<file path="src/cdd_defs.svh">
// Register offsets, field positions, reset values and divider limits for the channel divider.
`ifndef CDD_DEFS_SVH
`define CDD_DEFS_SVH

// ----------------------------------------------------------------------------
// Register offsets (byte addresses)
// ----------------------------------------------------------------------------
`define CDD_ADDR_STAGE1 8'h00
`define CDD_ADDR_STAGE2 8'h04
`define CDD_ADDR_CTRL 8'h08
`define CDD_ADDR_STATUS 8'h0c
`define CDD_ADDR_MEAS 8'h10

// ----------------------------------------------------------------------------
// Field positions
// ----------------------------------------------------------------------------
`define CDD_STG_HIGH_LSB 0
`define CDD_STG_LOW_LSB 4
`define CDD_STG_BYPASS_BIT 8
`define CDD_CTRL_DCC_DIS_BIT 0
`define CDD_CTRL_VCO_LSB 4
`define CDD_MEAS_HIGH_LSB 16

// ----------------------------------------------------------------------------
// Reset values and limits
// ----------------------------------------------------------------------------
`define CDD_STAGE_RESET 9'h100
`define CDD_DCC_DIS_RESET 1'h0
`define CDD_VCO_DIV_RESET 3'h0
`define CDD_VCO_DIV_MIN 3'h2
`define CDD_STAGE_EXTRA 6'h02
`define CDD_MEAS_MAX 16'hffff

`endif

</file>
<file path="src/cdd_pkg.sv">
// Types shared by the channel divider and its cascade stages.
package cdd_pkg;

  // Settings of one divide stage as the stage logic sees them.
  typedef struct packed {
    logic [5:0] total;    // Input rising edges per output period.
    logic [5:0] high;     // Input rising edges spent high.
    logic bypass;         // Pass the input straight through.
    logic stretch;        // Hold high until the next input falling edge.
  } cdd_stage_cfg_type;

  // Software view of one cascade stage.
  typedef struct packed {
    logic bypass;
    logic [3:0] low_cnt;
    logic [3:0] high_cnt;
  } cdd_stage_reg_type;

  typedef enum logic [1:0] {
    CDD_MEAS_IDLE = 2'b00,
    CDD_MEAS_HIGH = 2'b01,
    CDD_MEAS_LOW = 2'b10
  } cdd_meas_state_type;

endpackage

</file>
<file path="src/cdd_stage.sv">
// One divide stage: counts input rising edges, optional falling-edge stretch.
`timescale 1ns/1ps
`include "cdd_defs.svh"

module cdd_stage (
  input wire logic clk, // System clock.
  input wire logic rstn, // Asynchronous reset, active low.
  input wire cdd_pkg::cdd_stage_cfg_type cfg, // Stage settings.
  input wire logic in_level, // Sampled stage input waveform.
  output logic out_level // Divided waveform.
);

  logic in_prev_reg;
  logic [5:0] cnt_reg;
  logic out_reg;
  logic hold_reg;
  logic in_rise;
  logic in_fall;
  logic [5:0] cnt_next;

  assign in_rise = in_level & ~in_prev_reg;
  assign in_fall = ~in_level & in_prev_reg;
  assign cnt_next = cnt_reg + 6'h01;
  assign out_level = out_reg;

  always_ff @(posedge clk or negedge rstn)
  begin
    if (!rstn)
      in_prev_reg <= 1'b0;
    else
      in_prev_reg <= in_level;
  end

  // ----------------------------------------------------------------------------
  // Edge counting
  // ----------------------------------------------------------------------------
  // The compare is >= so that a divide ratio shrunk on the fly cannot strand the counter.
  always_ff @(posedge clk or negedge rstn)
  begin
    if (!rstn)
    begin
      cnt_reg <= 6'h00;
      out_reg <= 1'b0;
      hold_reg <= 1'b0;
    end
    else if (cfg.bypass)
    begin
      cnt_reg <= 6'h00;
      out_reg <= in_level;
      hold_reg <= 1'b0;
    end
    else if (in_rise)
    begin
      if (cnt_next >= cfg.total)
      begin
        cnt_reg <= 6'h00;
        out_reg <= 1'b1;
        hold_reg <= 1'b0;
      end
      else
      begin
        cnt_reg <= cnt_next;
        if (cnt_next == cfg.high)
        begin
          if (cfg.stretch)
            hold_reg <= 1'b1;
          else
            out_reg <= 1'b0;
        end
      end
    end
    else if (in_fall && hold_reg)
    begin
      out_reg <= 1'b0;
      hold_reg <= 1'b0;
    end
  end

endmodule // cdd_stage

</file>
<file path="src/cdd_channel.sv">
// Cascaded channel divider with optional VCO divider and duty-cycle correction.
`timescale 1ns/1ps
`include "cdd_defs.svh"

module cdd_channel (
  input wire logic clk, // System clock, 100 MHz.
  input wire logic rstn, // Asynchronous reset, active low.
  input wire logic div_in, // Divider source waveform, sampled on clk.
  input wire logic [7:0] reg_addr, // Register byte address.
  input wire logic [31:0] reg_wdata, // Register write data.
  input wire logic reg_wr, // Write strobe.
  input wire logic reg_rd, // Read strobe.
  output logic [31:0] reg_rdata, // Read data, valid the cycle after reg_rd.
  output logic clk_out // Divided channel output.
);

  // ----------------------------------------------------------------------------
  // Configuration registers
  // ----------------------------------------------------------------------------
  cdd_pkg::cdd_stage_reg_type stage1_reg;
  cdd_pkg::cdd_stage_reg_type stage2_reg;
  logic duty_correction_disable_reg;
  logic [2:0] vco_div_reg;

  always_ff @(posedge clk or negedge rstn)
  begin
    if (!rstn)
    begin
      stage1_reg <= `CDD_STAGE_RESET;
      stage2_reg <= `CDD_STAGE_RESET;
      duty_correction_disable_reg <= `CDD_DCC_DIS_RESET;
      vco_div_reg <= `CDD_VCO_DIV_RESET;
    end
    else if (reg_wr)
    begin
      unique case (reg_addr)
        `CDD_ADDR_STAGE1: stage1_reg <= reg_wdata[8:0];
        `CDD_ADDR_STAGE2: stage2_reg <= reg_wdata[8:0];
        `CDD_ADDR_CTRL:
        begin
          duty_correction_disable_reg <= reg_wdata[`CDD_CTRL_DCC_DIS_BIT];
          vco_div_reg <= reg_wdata[`CDD_CTRL_VCO_LSB +: 3];
        end
        default: ;
      endcase
    end
  end

  // ----------------------------------------------------------------------------
  // Stage settings
  // ----------------------------------------------------------------------------
  cdd_pkg::cdd_stage_cfg_type stage_cfg [3];
  logic dcc_en;
  logic [5:0] stg1_total;
  logic [5:0] stg2_total;
  logic dcc_cfg_ok;

  assign dcc_en = ~duty_correction_disable_reg;

  // Stored counts are cycles minus one, hence the +1 per field.
  assign stg1_total = {2'b00, stage1_reg.high_cnt} + {2'b00, stage1_reg.low_cnt} +
                      `CDD_STAGE_EXTRA;
  assign stg2_total = {2'b00, stage2_reg.high_cnt} + {2'b00, stage2_reg.low_cnt} +
                      `CDD_STAGE_EXTRA;

  // Index 0 is the VCO divider, a value below two means it is not in the path.
  always_comb
  begin
    stage_cfg[0].bypass = (vco_div_reg < `CDD_VCO_DIV_MIN);
    stage_cfg[0].total = {3'b000, vco_div_reg};
    stage_cfg[0].high = {4'h0, vco_div_reg[2:1]};
    stage_cfg[0].stretch = dcc_en & vco_div_reg[0];
    stage_cfg[1].bypass = stage1_reg.bypass;
    stage_cfg[1].total = stg1_total;
    stage_cfg[1].high = {2'b00, stage1_reg.high_cnt} + 6'h01;
    stage_cfg[1].stretch = dcc_en & stg1_total[0];
    stage_cfg[2].bypass = stage2_reg.bypass;
    stage_cfg[2].total = stg2_total;
    stage_cfg[2].high = {2'b00, stage2_reg.high_cnt} + 6'h01;
    stage_cfg[2].stretch = dcc_en & stg2_total[0];
  end

  // Flags settings for which the corrected duty is not defined.
  always_comb
  begin
    dcc_cfg_ok = 1'b1;
    if (!stage1_reg.bypass && !stg1_total[0] && stage1_reg.low_cnt != stage1_reg.high_cnt)
      dcc_cfg_ok = 1'b0;
    if (!stage1_reg.bypass && stg1_total[0] && stage1_reg.low_cnt != stage1_reg.high_cnt + 4'h1)
      dcc_cfg_ok = 1'b0;
    if (!stage2_reg.bypass && !stg2_total[0] && stage2_reg.low_cnt != stage2_reg.high_cnt)
      dcc_cfg_ok = 1'b0;
    if (!stage2_reg.bypass && stg2_total[0] && stage2_reg.low_cnt != stage2_reg.high_cnt + 4'h1)
      dcc_cfg_ok = 1'b0;
    if (stage1_reg.bypass && !stage2_reg.bypass)
      dcc_cfg_ok = 1'b0;
    if (!stage1_reg.bypass && !stage2_reg.bypass && !stg1_total[0] && stg2_total[0])
      dcc_cfg_ok = 1'b0;
    if (!dcc_en)
      dcc_cfg_ok = 1'b1;
  end

  // ----------------------------------------------------------------------------
  // Divider chain
  // ----------------------------------------------------------------------------
  // Each stage adds one cycle of latency; duty and ratio are unaffected by it.
  logic [3:0] chain;

  assign chain[0] = div_in;

  genvar gi;
  generate
    for (gi = 0; gi < 3; gi = gi + 1)
    begin : g_stage
      cdd_stage u_stage (
        .clk(clk),
        .rstn(rstn),
        .cfg(stage_cfg[gi]),
        .in_level(chain[gi]),
        .out_level(chain[gi + 1])
      );
    end
  endgenerate

  always_ff @(posedge clk or negedge rstn)
  begin
    if (!rstn)
      clk_out <= 1'b0;
    else
      clk_out <= chain[3];
  end

  // ----------------------------------------------------------------------------
  // Output period and high-time measurement
  // ----------------------------------------------------------------------------
  // Counts saturate, so very slow outputs read as the ceiling rather than wrapping.
  cdd_pkg::cdd_meas_state_type meas_state_reg;
  logic out_prev_reg;
  logic [15:0] per_cnt_reg;
  logic [15:0] high_cnt_reg;
  logic [15:0] period_reg;
  logic [15:0] high_time_reg;

  always_ff @(posedge clk or negedge rstn)
  begin
    if (!rstn)
      out_prev_reg <= 1'b0;
    else
      out_prev_reg <= clk_out;
  end

  always_ff @(posedge clk or negedge rstn)
  begin
    if (!rstn)
    begin
      meas_state_reg <= cdd_pkg::CDD_MEAS_IDLE;
      per_cnt_reg <= 16'h0000;
      high_cnt_reg <= 16'h0000;
      period_reg <= 16'h0000;
      high_time_reg <= 16'h0000;
    end
    else if (clk_out && !out_prev_reg)
    begin
      if (meas_state_reg != cdd_pkg::CDD_MEAS_IDLE)
      begin
        period_reg <= per_cnt_reg;
        high_time_reg <= high_cnt_reg;
      end
      meas_state_reg <= cdd_pkg::CDD_MEAS_HIGH;
      per_cnt_reg <= 16'h0001;
      high_cnt_reg <= 16'h0001;
    end
    else
    begin
      unique case (meas_state_reg)
        cdd_pkg::CDD_MEAS_IDLE: ;
        cdd_pkg::CDD_MEAS_HIGH:
        begin
          if (per_cnt_reg != `CDD_MEAS_MAX)
            per_cnt_reg <= per_cnt_reg + 16'h0001;
          if (!clk_out)
            meas_state_reg <= cdd_pkg::CDD_MEAS_LOW;
          else if (high_cnt_reg != `CDD_MEAS_MAX)
            high_cnt_reg <= high_cnt_reg + 16'h0001;
        end
        cdd_pkg::CDD_MEAS_LOW:
        begin
          if (per_cnt_reg != `CDD_MEAS_MAX)
            per_cnt_reg <= per_cnt_reg + 16'h0001;
        end
        default: meas_state_reg <= cdd_pkg::CDD_MEAS_IDLE;
      endcase
    end
  end

  // ----------------------------------------------------------------------------
  // Register read port
  // ----------------------------------------------------------------------------
  always_ff @(posedge clk or negedge rstn)
  begin
    if (!rstn)
      reg_rdata <= 32'h0000_0000;
    else if (reg_rd)
    begin
      unique case (reg_addr)
        `CDD_ADDR_STAGE1: reg_rdata <= {23'h000000, stage1_reg};
        `CDD_ADDR_STAGE2: reg_rdata <= {23'h000000, stage2_reg};
        `CDD_ADDR_CTRL: reg_rdata <= {25'h0000000, vco_div_reg, 3'h0, duty_correction_disable_reg};
        `CDD_ADDR_STATUS: reg_rdata <= {30'h00000000, clk_out, dcc_cfg_ok};
        `CDD_ADDR_MEAS: reg_rdata <= {high_time_reg, period_reg};
        default: reg_rdata <= 32'h0000_0000;
      endcase
    end
    else
      reg_rdata <= 32'h0000_0000;
  end

endmodule // cdd_channel

</file>
<file path="config.mk">
export PLATFORM = sky130hd
export DESIGN_NAME = cdd_channel
export DESIGN_NICKNAME = d
export VERILOG_FILES = /design/src/cdd_pkg.sv /design/src/cdd_stage.sv /design/src/cdd_channel.sv
export VERILOG_INCLUDE_DIRS = /design/src
export SDC_FILE = /design/constraint.sdc
export NUM_CORES = 1
export LEC_CHECK = 0
export ABC_AREA = 1
export BUFFER_PORTS_ARGS = -buffer_cell sky130_fd_sc_hd__clkbuf_2
export CAP_MARGIN = 20
export CELL_PAD_IN_SITES_DETAIL_PLACEMENT = 0
export CELL_PAD_IN_SITES_GLOBAL_PLACEMENT = 2
export CORE_MARGIN = 2
export CORE_UTILIZATION = 40
export CTS_BUF_LIST = sky130_fd_sc_hd__clkbuf_8
export DETAILED_ROUTE_END_ITERATION = 16
export PLACE_DENSITY = 0.93
export SLEW_MARGIN = 30
export SYNTH_ARGS = -nofsm -noshare
export SYNTH_HDL_FRONTEND = slang
export SYNTH_SLANG_ARGS = --single-unit
</file>
<file path="constraint.sdc">
create_clock -name clk -period 7.4 [get_ports clk]
set_input_delay 0 -clock clk [delete_from_list [all_inputs] [get_ports clk]]
set_output_delay 0 -clock clk [all_outputs]
set_load 0.01 [all_outputs]
</file>
==> out/metrics.yaml <==
status:
  status: "completed"
critical_path:
  r2r-start: "stage1_reg[1]"
  cp-startpoint: "stage1_reg[1]"
  required_ps: 7760
  critPathSlowestCell: "dfrtp_1"
  arrival_ps: 3530
  r2r_cells: 16
  max_stage_delay_ps: 490
  crit_chain: "inv_1 > ha_1 > inv_1 > ha_1 > fa_1 > nand2_1 > inv_1 > o21ai_0 > ha_1 > a21oi_1 > o21a_1 > nand3_1 > nor2_1 > nand2_1 > nand2_1 > a21boi_0"
  worst-path-buf-inv: 3
  rrSetupSlack_ps: 4230
  crit_family: "adder cells"
  timing.rr.end: "g_stage[1].u_stage.hold_reg"
  path_class: "reg2reg"
  critPathMaxFanout: 7
  crit_path_start_kind: "flip-flop"
  cp-end-kind: "flip-flop"
yosys:
  seq_area_frac_synth_pct: 46.90
  netlist_area_um2: 7955
  synth_top_family_by_area: "simple AND/OR/NAND/NOR gates"
  yosys_most_used_dff: "dfrtp_1"
  synth_edf_count: 0
  syn_avg_cell_area_um2: 8.093
  synth_fa_ha_area_share_pct: 6.637
  yosysWarningCount: 0
  ys_ff_latch: 149
  synthXorXnorAreaFrac_pct: 3.743
  yosys.cell_types.count: 40
  synth-simple-area-share_pct: 23.53
  synth_nets: 1069
  synth-compound-area-share_pct: 10.14
  synthMuxAreaShare_pct: 0.2517
  async_flop_share_pct: 100.0
  synth_cells: 983
power:
  seq_power_share_pct: 43.1
  p_comb_share_pct: 26.7
  p_leak_uw: 0.004418
  p_switching_uw: 831.6
  p_clk_share_pct: 30.3
  p_total_uw: 2269
  p_int_uw: 1438
  power_density_nw_per_um2: 251.6
  swShare_pct: 36.64
  peakVddDrop_v: 0.0001713
floorplan:
  die_h_um: 145.0
  die_w_um: 145.0
  die_area_um2: 21030
  fp-row-count: 51
  core_um2: 19460
  ios: 78
  start_util_pct: 40.87
placement:
  hpwl_um: 13460
  port_buffers: 54
  gp_congestion: 0.8184
  dpl.cell_count: 1282
layout:
  stdcell_count: 1326
  n_fill_cell: 1979
  syn2layout_area_growth_pct: 13.38
  final_common_cell: "nand2_1"
  final_cell_mix: "nand2_1, inv_1, dfrtp_1, nor2_1, o21ai_0"
  drive_above_1_share_pct: 10.08
  nets: 1135
  num_antenna_cells: 0
  largest_reg_flops: 32
cts:
  clkTransAtPathRegs_ps: 90
  cts_setup_buffers: 0
  cts_tree: "yes"
  cts_made_buffers: 17
  clk_path_buf_depth: 2
  ctsHtreeMaxLevel: 4
  cts_num_sinks: 149
  clk_latency_ps: 450
  cts-root-buf: "clkbuf_8"
global_route:
  grt_overflow_total: 0
  grt_pass1_wl_um: 31690
  grt_pass1_vias: 6239
  grt_max_degree: 97
  grt_usage_pct: 18.70
  antenna_found_initial: 0
worst_hold_path:
  min_to: "vco_div_reg[2]"
  hold_class: "in2reg"
  hold_start: "reg_wr"
  hold_depth: 3
sta:
  whs_ps: 40.89
  fmax_mhz: 315.7
  relSlewSlack_pct: 38.21
  finalCritPeriodShare_pct: 42.80
  skew_ps: 17.93
  setup_tns_ps: 0
  fin_crit_ps: 3167
  setup_violations: 0
  worst_slew_pin_slew_ps: 924.7
  drv_slew: 0
  rsz0062_at_grt: "no"
  hold_viol_final: 0
drt:
  wl_per_cell_um: 14.05
  vias_per_cell: 4.879
  drt_wl_total_um: 18630
  routed-via-count: 6469
  drc: 0
  first_pass_iters: 5
  postRouteAntennaNets: 0
  dr.first_iter.drc_count: 421
run:
  cap_violations: 0
==> logic make-up after synthesis <==
family                     Yosys count
muxes                                2
buffers and inverters              177
and+or+nand+nor                    438
adders and majority gates           41
xor gates and xnor gates            34
AOI/OAI and AO/OA                  142
DFF                                149
==> worst reg2reg max path: stages (launching register included) <==
cell and delay (ps):
dfrtp_1 490, inv_1 80, ha_1 280, inv_1 50, ha_1 220, fa_1 400
nand2_1 80, inv_1 30, o21ai_0 170, ha_1 270, a21oi_1 150, o21a_1 150
nand3_1 100, nor2_1 180, nand2_1 160, nand2_1 120, a21boi_0 170
==> Yosys cell counts, types with 3 or more instances <==
cell | number | share of area, %
a21boi_0 | 3 | 0.28
a21oi_1 | 19 | 1.2
a41oi_1 | 4 | 0.44
buf_2 | 9 | 0.57
buf_6 | 3 | 0.42
clkbuf_1 | 7 | 0.33
dfrtp_1 | 147 | 46
ha_1 | 39 | 6.1
inv_1 | 152 | 7.2
inv_2 | 4 | 0.19
nand2_1 | 224 | 11
nand2_2 | 3 | 0.24
nand3_1 | 61 | 3.8
nand3b_1 | 4 | 0.38
nand4_1 | 26 | 2.0
nor2_1 | 92 | 4.3
nor3_1 | 19 | 1.2
o211ai_1 | 3 | 0.28
o21a_1 | 4 | 0.38
o21ai_0 | 84 | 5.3
o21ai_1 | 9 | 0.57
o21ai_2 | 4 | 0.44
o31ai_1 | 5 | 0.47
xnor2_1 | 12 | 1.3
xor2_1 | 22 | 2.4
==> how the worst max path moves through the flow <==
stage | endpoint | slack [ps] | cells past startpoint
CTS | g_stage[1].u_stage.hold_reg | 4210 | 16
global route | g_stage[1].u_stage.hold_reg | 3910 | 16
detailed placement | g_stage[1].u_stage.hold_reg | 4230 | 16
floorplan | g_stage[1].u_stage.hold_reg | 4650 | 16
global placement | g_stage[1].u_stage.hold_reg | 4280 | 16
finish | g_stage[1].u_stage.hold_reg | 4230 | 16
==> layout make-up <==
| type | instances | area (µm²) | area share (%) |
|---|---|---|---|
| flip-flops and latches | 149 | 3731 | 41.36 |
| well taps | 265 | 331.6 | 3.676 |
| clock buffers | 17 | 234.0 | 2.594 |
| multi-input cells | 657 | 3527 | 39.10 |
| clock inverters | 14 | 193.9 | 2.150 |
| repair buffers | 68 | 416.7 | 4.619 |
| inverters | 156 | 585.6 | 6.492 |
==> per-layer routing <==
layer / wire length, µm / vias up / GRT usage [%] / share of wire [%]
met5: 0 / - / 0 / 0
met4: 197 / 0 / 4.257 / 1.1
met3: 532 / 13 / 3.428 / 2.9
met2: 8746 / 99 / 29.95 / 47
met1: 9153 / 3061 / 26.50 / 49
li1: - / 3296 / - / -
==> power by group through the flow <==
stage / clock network [µW] / registers, µW / logic [µW]
3_5_place_dp: 0 / 994 / 605
4_1_cts: 705 / 978 / 615
5_1_grt: 739 / 990 / 704
2_1_floorplan: 0 / 969 / 488
6_report: 687 / 977 / 605
3_3_place_gp: 0 / 992 / 596
==> repair_timing <==
item	in CTS	in global routing
hold buffers	13	0
hold endpoints to repair	122	0
gates resized for setup	0	0
==> through the flow <==
stage	util [%]	area, µm²	worst slack (ps)
floorplan	-	7955	4649
global placement	43.45	8457	4282
detailed placement	43.47	8459	4232
CTS	46.33	9017	4205
global route	46.35	9020	3913
finish	46.35	9020	4233
Note: power is estimated with default switching activity, not from simulation.
